<file path="config.mk">
export PLATFORM = sky130hd
export DESIGN_NAME = serial_port
export DESIGN_NICKNAME = d
export VERILOG_FILES = /design/src/logic/serial_port_pkg.sv /design/src/logic/serial_port.sv
export SDC_FILE = /design/constraint.sdc
export NUM_CORES = 1
export LEC_CHECK = 0
export ABC_AREA = 1
export BUFFER_PORTS_ARGS = -buffer_cell sky130_fd_sc_hd__buf_2
export CAP_MARGIN = 20
export CELL_PAD_IN_SITES_DETAIL_PLACEMENT = 0
export CELL_PAD_IN_SITES_GLOBAL_PLACEMENT = 1
export CORE_MARGIN = 1
export CORE_UTILIZATION = 50
export DETAILED_ROUTE_END_ITERATION = 10
export GPL_ROUTABILITY_DRIVEN = 0
export HOLD_SLACK_MARGIN = 0.06
export PLACE_DENSITY_LB_ADDON = 0.15
export SLEW_MARGIN = 20
export SYNTH_ARGS = -nofsm -noshare
export SYNTH_HDL_FRONTEND = slang
export SYNTH_SLANG_ARGS = --single-unit
</file>
<file path="constraint.sdc">
create_clock -name clk -period 3.1 [get_ports clk]
set_input_delay 0 -clock clk [delete_from_list [all_inputs] [get_ports clk]]
set_output_delay 0 -clock clk [all_outputs]
set_load 0.05 [all_outputs]
</file>
<file path="src/logic/serial_port_pkg.sv">
// Purpose: constants shared by the serial port design
// Assumes: processor special-function register bus, 8-bit data
// Notes:   bit positions refer to serial_port_control
package serial_port_pkg;
    localparam logic [7:0] CONTROL_ADDR   = 8'h98;
    localparam logic [7:0] BUFFER_ADDR    = 8'h99;
    localparam logic [7:0] CONTROL_RESET  = 8'h40;
    localparam int         MODE_BIT       = 7;
    localparam int         FIXED_BIT      = 6;
    localparam int         MCE_BIT        = 5;
    localparam int         REN_BIT        = 4;
    localparam int         TB8_BIT        = 3;
    localparam int         RB8_BIT        = 2;
    localparam int         TI_BIT         = 1;
    localparam int         RI_BIT         = 0;
    localparam int         OVERSAMPLE     = 16;
    localparam logic [3:0] MID_COUNT      = 4'h7;
    localparam logic [3:0] LAST_COUNT     = 4'hf;
    localparam int         DATA_BITS      = 8;
    localparam int         FIFO_DEPTH     = 8;

    typedef enum logic [2:0] {
        ST_IDLE  = 3'b000,
        ST_START = 3'b001,
        ST_DATA  = 3'b011,
        ST_NINTH = 3'b010,
        ST_STOP  = 3'b110
    } line_state_e;
endpackage : serial_port_pkg

</file>
<file path="src/logic/serial_port.sv">
// Purpose: asynchronous full-duplex serial port, 8-bit and 9-bit frames
// Assumes: baud_tick is a one-cycle pulse at 16x the bit rate, same clock
// Notes:   transmit bytes queue in a small fifo ahead of the shifter
// How it works
// - separate transmit and receive engines run concurrently
// - mode bit picks 8-bit or 9-bit frames
// - 8-bit frame: start, eight data LSB first, stop
// - writing serial_buffer starts a transmission
// - 8-bit mode: tx flag at stop start
// - 9-bit mode: tx flag at stop start
// - receiver runs only while receive enable set
// - 8-bit mode: stop bit goes to rx ninth
// - load only if rx flag clear and, with mce set, check passes
// - failed load leaves buffer, ninth bit, flag alone
// - overrun keeps first byte, later frames dropped
// - rx flag set at stop bit sample
// - interrupt request while either flag set
// - flags cleared only by software writing zero
// - 8-bit mode check demands stop bit one
// - 9-bit mode check demands ninth bit one
// - 9-bit mode sends tx ninth bit
// - 9-bit mode stores received ninth bit
// - control bit 6 reads one, ignores writes
`timescale 1ns/1ps

module serial_tx_fifo #(
    parameter int WIDTH = 8,
    parameter int DEPTH = 8
) (
    input  wire logic             clk,
    input  wire logic             reset_n,
    input  wire logic [WIDTH-1:0] in_data,
    input  wire logic             in_valid,
    output logic                  in_ready,
    output logic      [WIDTH-1:0] out_data,
    output logic                  out_valid,
    input  wire logic             out_ready
);
    localparam int AW = $clog2(DEPTH);

    logic [WIDTH-1:0] mem_q [DEPTH];
    logic [AW-1:0]    wr_q;
    logic [AW-1:0]    wr_d;
    logic [AW-1:0]    rd_q;
    logic [AW-1:0]    rd_d;
    logic [AW:0]      count_q;
    logic [AW:0]      count_d;
    logic             push;
    logic             pop;

    assign in_ready  = (count_q != DEPTH[AW:0]);
    assign out_valid = (count_q != '0);
    assign out_data  = mem_q[rd_q];
    assign push      = in_valid && in_ready;
    assign pop       = out_valid && out_ready;

    always_comb begin
        wr_d    = push ? wr_q + 1'b1 : wr_q;
        rd_d    = pop ? rd_q + 1'b1 : rd_q;
        count_d = count_q;
        if (push && !pop) begin
            count_d = count_q + 1'b1;
        end else if (pop && !push) begin
            count_d = count_q - 1'b1;
        end
    end

    always_ff @(posedge clk) begin
        if (!reset_n) begin
            wr_q    <= '0;
            rd_q    <= '0;
            count_q <= '0;
        end else begin
            wr_q    <= wr_d;
            rd_q    <= rd_d;
            count_q <= count_d;
        end
    end

    // storage has no reset; out_valid guards it
    always_ff @(posedge clk) begin
        if (push) begin
            mem_q[wr_q] <= in_data;
        end
    end
endmodule : serial_tx_fifo

module serial_port
    import serial_port_pkg::*;
#(
    parameter int TX_DEPTH = serial_port_pkg::FIFO_DEPTH
) (
    input  wire logic       clk,
    input  wire logic       reset_n,
    input  wire logic [7:0] sfr_addr,
    input  wire logic       sfr_wr,
    input  wire logic       sfr_rd,
    input  wire logic [7:0] sfr_wdata,
    output logic      [7:0] sfr_rdata,
    output logic            tx_buffer_ready,
    input  wire logic       baud_tick,
    output logic            tx_pin,
    input  wire logic       rx_pin,
    output logic            serial_irq
);
    import serial_port_pkg::*;

    function automatic logic hit(input logic [7:0] a, input logic [7:0] r);
        hit = (a == r);
    endfunction : hit

    // control register fields
    logic       mode_q, mode_d;
    logic       mce_q, mce_d;
    logic       ren_q, ren_d;
    logic       tb8_q, tb8_d;
    logic       rb8_q, rb8_d;
    logic       ti_q, ti_d;
    logic       ri_q, ri_d;
    logic [7:0] rx_buf_q, rx_buf_d;
    logic [7:0] rdata_q, rdata_d;
    logic       ctl_wr;
    logic       buf_wr;
    logic [7:0] control_view;

    // transmit side
    line_state_e tx_st_q, tx_st_d;
    logic [3:0]  tx_tick_q, tx_tick_d;
    logic [2:0]  tx_bit_q, tx_bit_d;
    logic [7:0]  tx_sh_q, tx_sh_d;
    logic        tx_pin_q, tx_pin_d;
    logic        tx_set;
    logic [7:0]  fifo_data;
    logic        fifo_valid;
    logic        fifo_pop;

    // receive side
    line_state_e rx_st_q, rx_st_d;
    logic [3:0]  rx_tick_q, rx_tick_d;
    logic [2:0]  rx_bit_q, rx_bit_d;
    logic [7:0]  rx_sh_q, rx_sh_d;
    logic        rx_n9_q, rx_n9_d;
    logic        rx_meta_q, rx_sync_q;
    logic        rx_set;
    logic        rx_load;
    logic        rx_check;

    assign ctl_wr = sfr_wr && hit(sfr_addr, CONTROL_ADDR);
    assign buf_wr = sfr_wr && hit(sfr_addr, BUFFER_ADDR);

    always_comb begin
        control_view            = '0;
        control_view[MODE_BIT]  = mode_q;
        control_view[FIXED_BIT] = 1'b1;
        control_view[MCE_BIT]   = mce_q;
        control_view[REN_BIT]   = ren_q;
        control_view[TB8_BIT]   = tb8_q;
        control_view[RB8_BIT]   = rb8_q;
        control_view[TI_BIT]    = ti_q;
        control_view[RI_BIT]    = ri_q;
    end

    // byte writes to serial_buffer queue for the transmitter
    serial_tx_fifo #(
        .WIDTH (DATA_BITS),
        .DEPTH (TX_DEPTH)
    ) u_tx_fifo (
        .clk       (clk),
        .reset_n   (reset_n),
        .in_data   (sfr_wdata),
        .in_valid  (buf_wr),
        .in_ready  (tx_buffer_ready),
        .out_data  (fifo_data),
        .out_valid (fifo_valid),
        .out_ready (fifo_pop)
    );

    assign fifo_pop = (tx_st_q == ST_IDLE) && fifo_valid;

    // transmit engine, one bit per sixteen ticks
    always_comb begin
        tx_st_d   = tx_st_q;
        tx_tick_d = tx_tick_q;
        tx_bit_d  = tx_bit_q;
        tx_sh_d   = tx_sh_q;
        tx_pin_d  = tx_pin_q;
        tx_set    = 1'b0;
        if (tx_st_q == ST_IDLE) begin
            tx_pin_d = 1'b1;
            if (fifo_valid) begin
                tx_sh_d   = fifo_data;
                tx_st_d   = ST_START;
                tx_tick_d = '0;
                tx_pin_d  = 1'b0;
            end
        end else if (baud_tick) begin
            tx_tick_d = tx_tick_q + 1'b1;
            if (tx_tick_q == LAST_COUNT) begin
                case (tx_st_q)
                    ST_START: begin
                        tx_st_d  = ST_DATA;
                        tx_bit_d = '0;
                        tx_pin_d = tx_sh_q[0];
                        tx_sh_d  = {1'b1, tx_sh_q[7:1]};
                    end
                    ST_DATA: begin
                        tx_bit_d = tx_bit_q + 1'b1;
                        if (tx_bit_q != 3'h7) begin
                            tx_pin_d = tx_sh_q[0];
                            tx_sh_d  = {1'b1, tx_sh_q[7:1]};
                        end else if (mode_q) begin
                            tx_st_d  = ST_NINTH;
                            tx_pin_d = tb8_q;
                        end else begin
                            tx_st_d  = ST_STOP;
                            tx_pin_d = 1'b1;
                            tx_set   = 1'b1;
                        end
                    end
                    ST_NINTH: begin
                        tx_st_d  = ST_STOP;
                        tx_pin_d = 1'b1;
                        tx_set   = 1'b1;
                    end
                    ST_STOP: begin
                        tx_st_d = ST_IDLE;
                    end
                    default: begin
                        tx_st_d = ST_IDLE;
                    end
                endcase
            end
        end
    end

    always_ff @(posedge clk) begin
        if (!reset_n) begin
            tx_st_q   <= ST_IDLE;
            tx_tick_q <= '0;
            tx_bit_q  <= '0;
            tx_sh_q   <= '0;
            tx_pin_q  <= 1'b1;
        end else begin
            tx_st_q   <= tx_st_d;
            tx_tick_q <= tx_tick_d;
            tx_bit_q  <= tx_bit_d;
            tx_sh_q   <= tx_sh_d;
            tx_pin_q  <= tx_pin_d;
        end
    end

    assign tx_pin = tx_pin_q;

    // rx_pin comes from outside: two stages before use
    always_ff @(posedge clk) begin
        if (!reset_n) begin
            rx_meta_q <= 1'b1;
            rx_sync_q <= 1'b1;
        end else begin
            rx_meta_q <= rx_pin;
            rx_sync_q <= rx_meta_q;
        end
    end

    // receive engine; mid-bit sampling after start qualification
    always_comb begin
        rx_st_d   = rx_st_q;
        rx_tick_d = rx_tick_q;
        rx_bit_d  = rx_bit_q;
        rx_sh_d   = rx_sh_q;
        rx_n9_d   = rx_n9_q;
        rx_set    = 1'b0;
        rx_load   = 1'b0;
        rx_check  = 1'b0;
        if (!ren_q) begin
            rx_st_d = ST_IDLE;
        end else if (rx_st_q == ST_IDLE) begin
            if (!rx_sync_q) begin
                rx_st_d   = ST_START;
                rx_tick_d = '0;
            end
        end else if (baud_tick) begin
            rx_tick_d = rx_tick_q + 1'b1;
            case (rx_st_q)
                ST_START: begin
                    if (rx_tick_q == MID_COUNT) begin
                        rx_tick_d = '0;
                        rx_bit_d  = '0;
                        rx_st_d   = rx_sync_q ? ST_IDLE : ST_DATA;
                    end
                end
                ST_DATA: begin
                    if (rx_tick_q == LAST_COUNT) begin
                        rx_sh_d  = {rx_sync_q, rx_sh_q[7:1]};
                        rx_bit_d = rx_bit_q + 1'b1;
                        if (rx_bit_q == 3'h7) begin
                            rx_st_d = mode_q ? ST_NINTH : ST_STOP;
                        end
                    end
                end
                ST_NINTH: begin
                    if (rx_tick_q == LAST_COUNT) begin
                        rx_n9_d = rx_sync_q;
                        rx_st_d = ST_STOP;
                    end
                end
                ST_STOP: begin
                    if (rx_tick_q == LAST_COUNT) begin
                        rx_st_d = ST_IDLE;
                        // 8-bit mode checks stop, 9-bit checks ninth
                        rx_check = mode_q ? rx_n9_q : rx_sync_q;
                        rx_load = !ri_q && (!mce_q || rx_check);
                        rx_set  = rx_load;
                    end
                end
                default: begin
                    rx_st_d = ST_IDLE;
                end
            endcase
        end
    end

    always_ff @(posedge clk) begin
        if (!reset_n) begin
            rx_st_q   <= ST_IDLE;
            rx_tick_q <= '0;
            rx_bit_q  <= '0;
            rx_sh_q   <= '0;
            rx_n9_q   <= 1'b0;
        end else begin
            rx_st_q   <= rx_st_d;
            rx_tick_q <= rx_tick_d;
            rx_bit_q  <= rx_bit_d;
            rx_sh_q   <= rx_sh_d;
            rx_n9_q   <= rx_n9_d;
        end
    end

    // register file; hardware set beats software clear
    always_comb begin
        mode_d   = mode_q;
        mce_d    = mce_q;
        ren_d    = ren_q;
        tb8_d    = tb8_q;
        rb8_d    = rb8_q;
        ti_d     = ti_q;
        ri_d     = ri_q;
        rx_buf_d = rx_buf_q;
        if (ctl_wr) begin
            mode_d = sfr_wdata[MODE_BIT];
            mce_d  = sfr_wdata[MCE_BIT];
            ren_d  = sfr_wdata[REN_BIT];
            tb8_d  = sfr_wdata[TB8_BIT];
            rb8_d  = sfr_wdata[RB8_BIT];
            ti_d   = sfr_wdata[TI_BIT];
            ri_d   = sfr_wdata[RI_BIT];
        end
        if (rx_load) begin
            rx_buf_d = rx_sh_q;
            rb8_d    = rx_check;
        end
        ti_d = ti_d | tx_set;
        ri_d = ri_d | rx_set;
        rdata_d = rdata_q;
        if (sfr_rd) begin
            rdata_d = hit(sfr_addr, CONTROL_ADDR) ? control_view
                    : hit(sfr_addr, BUFFER_ADDR)  ? rx_buf_q : 8'h00;
        end
    end

    always_ff @(posedge clk) begin
        if (!reset_n) begin
            mode_q   <= CONTROL_RESET[MODE_BIT];
            mce_q    <= CONTROL_RESET[MCE_BIT];
            ren_q    <= CONTROL_RESET[REN_BIT];
            tb8_q    <= CONTROL_RESET[TB8_BIT];
            rb8_q    <= CONTROL_RESET[RB8_BIT];
            ti_q     <= CONTROL_RESET[TI_BIT];
            ri_q     <= CONTROL_RESET[RI_BIT];
            rx_buf_q <= '0;
            rdata_q  <= '0;
        end else begin
            mode_q   <= mode_d;
            mce_q    <= mce_d;
            ren_q    <= ren_d;
            tb8_q    <= tb8_d;
            rb8_q    <= rb8_d;
            ti_q     <= ti_d;
            ri_q     <= ri_d;
            rx_buf_q <= rx_buf_d;
            rdata_q  <= rdata_d;
        end
    end

    assign sfr_rdata  = rdata_q;
    assign serial_irq = ti_q | ri_q;
endmodule : serial_port

</file>
== Word level (Yosys, flattened, before mapping) ==
Memories as Yosys holds them, arrays and structs flattened. A register that Yosys moved wholly into a read port is not among the register bits.
Index checks and enable logic that the tools add are counted.
Word-level totals
  memory bits (writable): 64
  latch bits: 0
  register bits: 73
  memories: 1
  output and inout bits: 11
  logic and storage cells: 171
  input port bits: 22
  memory bits (read-only): 0
Memory list
  u_tx_fifo.mem_q: depth 8, width 8, read ports 1, clocked after memory_dff 1, wr ports 1, RTL line serial_port.sv:41  | logic [WIDTH-1:0] mem_q [DEPTH];
Operators by class
  reduce and logical (&&, ||, !) cells: 36
  shifts and indexed selects: 0
  order comparisons: 0
  $add $sub $neg: 8
  multipliers: 0
  div/mod/pow operators: 0
  mux-type cells: 71
  equality and inequality tests: 26
  bitwise logic cells: 5
Operators by type and width (number)
  two-way mux 8 bit: 7
  two-way mux 3 bit: 18
  two-way mux 4 bit: 10
  two-way mux 1 bit: 28
  != test 3 bit, second input constant: 8
  == test 8 bit, second input constant: 2
  case mux 8 bit (2 select lines): 1
  AND reduction 5 bit: 3
  nonzero test 2 bit: 7
  adder 3 x 1 -> 3 bit, second input constant: 4
  adder 4 x 1 -> 4 bit, second input constant: 3
  == test 3 x 2 -> 1 bit, second input constant: 4
  case mux 3 bit (2 select lines): 2
  case mux 3 bit (4 select lines): 1
  case mux 3 bit (3 select lines): 1
  == test 4 bit, second input constant: 2
  logical AND 1 bit: 8
  != test 2 bit, second input constant: 4
  AND reduction 4 bit: 2
  nonzero test 4 bit: 2
  AND reduction 7 bit: 1
  == test 3 x 1 -> 1 bit, second input constant: 2
  == test 3 bit, second input constant: 2
  zero test 3 bit: 2
  other kinds (14): 22

== Depth between registers and ports, before layout ==
  depth after elaboration: 9
  depth in mapped cells: 13
  gate-level depth less buffers: 13

== Cells and area by module ==
From an unflattened synthesis, not the netlist that was laid out.
Second synthesis, totals
  cells, all modules: 808
  area total of the unflattened synthesis: 6527.5 um^2
Modules (own cells, without submodules)
  serial_tx_fifo: cells an instance 310, sequential area each 2182.1 um^2, area each 3304.4 um^2, times used 1
  serial_port: cells an instance 498, sequential area each 1261.2 um^2, area each 3223.1 um^2, times used 1

== Worst setup path before layout ==
Ideal clock, no wire load.
  kind: flip-flop to flip-flop
  start: register u_tx_fifo.count_q[0]
  end: register u_tx_fifo.count_q[3]
  stages on the path, launching flop included: 13
  clock period less this slack: 2461 ps
  slack: 639 ps
  path buffers: 0
  data required time: 2968 ps
  setup time: 132 ps
  arrival time: 2329 ps
  path through: dfxtp_1 > nor2_1 > nand3_1 > nand3_1 > inv_1 > ha_1 > inv_1 > ha_1 > a21oi_1 > nand2_1 > xor2_1 > nand2_1 > a21oi_1
Between the ends
  elaborated cells between the ends (all ways): 14
  those cells by class: 2 x add/sub; 1 x eq/ne; 2 x mux; 9 x reduce/logical
RTL lines
  start, declared: RTL line serial_port.sv:46  | logic [AW:0] count_q;
  start signal, assigned: RTL line serial_port.sv:76  | count_q <= count_d;
  != test 4 bit (*): RTL line serial_port.sv:51  | assign in_ready = (count_q != DEPTH[AW:0]);
  via tx_buffer_ready: RTL line serial_port.sv:100  | output logic tx_buffer_ready,
  logical AND 1 bit (*): RTL line serial_port.sv:54  | assign push = in_valid && in_ready;
  via u_tx_fifo.push: RTL line serial_port.sv:48  | logic push;
  zero test 1 bit: RTL line serial_port.sv:63  | end else if (pop && !push) begin
  logical AND 1 bit: RTL line serial_port.sv:63
  nonzero test 2 bit (no line)
Mark *: on every way through the listed nets, which the timed path passes. The rest lies on a longest branch. The select of a mux whose other input is x is not followed.
A chain may end at the register's enable or synchronous reset.

== Final worst setup path ==
  start: register tx_st_q[2]
  end: register u_tx_fifo.count_q[3]
Between the ends
  word-level cells in the longest chain between the ends: 6
  elaborated cells between the ends (all ways): 8
  those cells by class: 1 x mux; 7 x reduce/logical
RTL lines
  start, declared: RTL line serial_port.sv:127  | line_state_e tx_st_q, tx_st_d;
  start signal, assigned: RTL line serial_port.sv:244  | tx_st_q <= tx_st_d;
  zero test 3 bit (*): RTL line serial_port.sv:178  | assign fifo_pop = (tx_st_q == ST_IDLE) && fifo_valid;
  logical AND 1 bit (*): RTL line serial_port.sv:178
  logical AND 1 bit (*): RTL line serial_port.sv:55  | assign pop = out_valid && out_ready;
  zero test 1 bit: RTL line serial_port.sv:61  | if (push && !pop) begin
  logical AND 1 bit: RTL line serial_port.sv:61
  two-way mux 4 bit or nonzero test 2 bit (tied branches)
Mark *: on every way between the ends. The rest lies on a longest branch, timed or not.

==> results.json <==
{
  "status": "finished clean",
  "p_sw_share_pct": 33.5,
  "dp_cells": 913,
  "tritoncts": "done",
  "slew_viol_final": 0,
  "period_share_pct": 73.8,
  "antenna_found_initial": 0,
  "comb_power_share_pct": 24.1,
  "grt_max_degree": 46,
  "end_kind": "flip-flop",
  "vdd_drop_max_mv": 0.422,
  "placed_cell_area_um2": 6490,
  "synth_top_area_cell": "edfxtp_1",
  "nets": 810,
  "switchingPower_mw": 1.75,
  "core_area_um2": 12100,
  "layout-area-overhead-vs-synth_pct": 15.5,
  "place_ws_ns": 0.816,
  "via_per_inst": 5.14,
  "overflow": 0,
  "ys_types": 36,
  "drt_pass1_iterations": 4,
  "critical_path_class": "reg2reg",
  "dpl.hpwl_mm": 9.34,
  "busiest_layer": "met2",
  "ctsResizeCount": 0,
  "h-tree-depth": 4,
  "io_pins": 33,
  "drtAntennaViolNets": 0,
  "yosysSeqAreaShare_pct": 55.6,
  "avgSynthCellArea_um2": 8.45,
  "cts_buffer_depth": 2,
  "routedWlPerCell_um": 14.2,
  "cts_hold_buf": 12,
  "grtUsageTotal_pct": 23.3,
  "rows": 40,
  "synth_top_cell_area_share_pct": 31.0,
  "cts_root_buf": "clkbuf_16",
  "rsz0062_at_grt": "no",
  "n_antenna_cell": 0,
  "final_core_utilization_pct": 59.3,
  "syn_inst": 733,
  "grt_pass1_wl_mm": 22.8,
  "use_met2_pct": 39.4,
  "grt_use_met3_pct": 4.87,
  "drcViolationCount": 0,
  "vias": 4916,
  "yosys_warnings": 0,
  "grt_pass1_vias": 4734,
  "postCtsSetupBuffers": 0,
  "syn-num-nets": 767,
  "cts_buffers": 17,
  "max_slew.worst_pin.slew_ns": 0.890,
  "min_period_ns": 2.29,
  "dieHeight_um": 113,
  "drive_gt1_share_pct": 12.5,
  "path_clk_slew_ns": 0.06,
  "port_buffers": 32,
  "drv_cap": 0,
  "die_x_um": 113,
  "finClkSkew_ns": 0.00621,
  "holdWs_ns": 0.142,
  "maxSlewHeadroom_pct": 40.6,
  "drt_iter0_drc": 276,
  "finalWorstSetupSlack_ns": 0.812,
  "cp.arrival_ns": 2.62,
  "fmax_mhz": 437,
  "cp-start-kind": "flip-flop",
  "pwr-share-clk_pct": 35.4,
  "netlist_area_um2": 6190,
  "cts_sinks": 140,
  "p_leak_nw": 2.88,
  "met1_usage_pct": 29.3,
  "clock_latency_ns": 0.42,
  "power_density_nw_per_um2": 729,
  "design_area_um2": 7160,
  "synth_area_leaders": "edfxtp_1, dfxtp_1, nand2_1",
  "cp_max_fo": 16,
  "setup_viol": 0,
  "min_path_type": "in2reg",
  "finalHoldViolCount": 0,
  "ys_seq_elements": 140,
  "p_int_mw": 3.47,
  "dieArea_um2": 12800,
  "tns_ns": 0,
  "p_seq_share_pct": 40.6,
  "routed_wl_mm": 13.6,
  "fin_cells": 957,
  "power_mw": 5.21,
  "start_util_pct": 51.4,
  "worst_ep_required_time_ns": 3.44
}
-- Yosys cell counts --
library cell	n
o21ai_2	1
buf_1	1
nand2_1	146
ha_1	11
and3_1	2
buf_6	2
inv_2	7
nor2_2	3
edfxtp_1	64
buf_4	1
o211ai_1	2
nand3_1	60
clkinv_1	2
dfxtp_1	76
nand2_2	3
nand3b_1	4
fa_1	1
o21ai_1	10
clkbuf_1	16
nor2_4	2
or2_2	4
inv_1	52
and2_4	1
o2111ai_1	1
o21ai_0	44
xor2_1	3
nor2_8	1
nor2_1	142
nand3_2	2
nor3_1	7
a21oi_1	44
a21oi_2	1
buf_2	7
nand2_4	4
xnor2_1	1
nand4_1	5
-- sequential cells by signal (all words and copies together) (netlist names), 4 cells and up, named ones only --
register           cells
tx_tick_q              4
sfr_rdata              8
rx_tick_q              4
u_tx_fifo.count_q      4
u_tx_fifo.mem_q       64
rx_buf_q               8
rx_sh_q                8
tx_sh_q                8
-- worst max-delay path, stage by stage, from the launching register on --
cell and delay [ns]:
dfxtp_1 0.33, inv_2 0.09, nand2_2 0.10, nor2_8 0.24
nand2_4 0.16, ha_1 0.26, inv_1 0.15, ha_1 0.30
a21oi_1 0.14, nand2_1 0.07, xor2_1 0.14, nand2_1 0.07
a21oi_1 0.13
-- layout by cell type, fill, tap and decap left out, drive strengths merged, types with 2 or more instances in the layout --
master / count
a21oi: 45
and3: 2
buf: 39
clkbuf: 18
clkinv: 10
clkinvlp: 3
dfxtp: 76
dlygate4sd3: 12
edfxtp: 64
ha: 11
inv: 62
nand2: 153
nand3: 62
nand3b: 4
nand4: 5
nor2: 148
nor3: 7
o211ai: 2
o21ai: 55
or2: 4
xor2: 3
-- worst paths after layout --
check,slack [ns],endpoint,cells past startpoint,startpoint
worst min-delay path,0.14,tx_sh_q[4],4,reset_n
worst min register to register,0.41,rx_sync_q,1,rx_meta_q
worst max register to register,0.81,u_tx_fifo.count_q[3],12,tx_st_q[2]
worst max-delay path,0.81,u_tx_fifo.count_q[3],12,tx_st_q[2]
-- cell families (layout without fill, tap and decap cells) --
logic type	count (synthesis)	after routing	synth area share (%)
AOI/OAI and AO/OA	103	103	8.58
DFF	140	140	55.6
xor gates and xnor gates	4	4	0.566
buffers and inverters	88	144	5.78
adders and majority gates	12	12	2.54
and+or+nand+nor	386	386	26.9
-- layer usage --
metal | up-vias | part of all wire, %
li1 | 2502 | -
met1 | 2309 | 47
met2 | 82 | 47
met3 | 23 | 3.5
met4 | 0 | 2.1
met5 | - | 0
-- layout make-up --
type | count | area (um^2)
fill | 1103 | 4910
clock inverter | 14 | 118
tap | 168 | 210
inverter | 61 | 229
multi-input combinational | 505 | 2390
clock buffer | 18 | 429
timing repair buffer | 51 | 333
sequential | 140 | 3440
-- power groups by stage --
stage	clock network, mW	registers (mW)	logic (mW)
2_1_floorplan	0	2.16	0.966
3_3_place_gp	0	2.15	1.22
3_5_place_dp	0	2.15	1.24
4_1_cts	1.88	2.11	1.26
5_1_grt	1.96	2.13	1.43
6_report	1.84	2.12	1.26
Power figures use the tool's default switching activity.
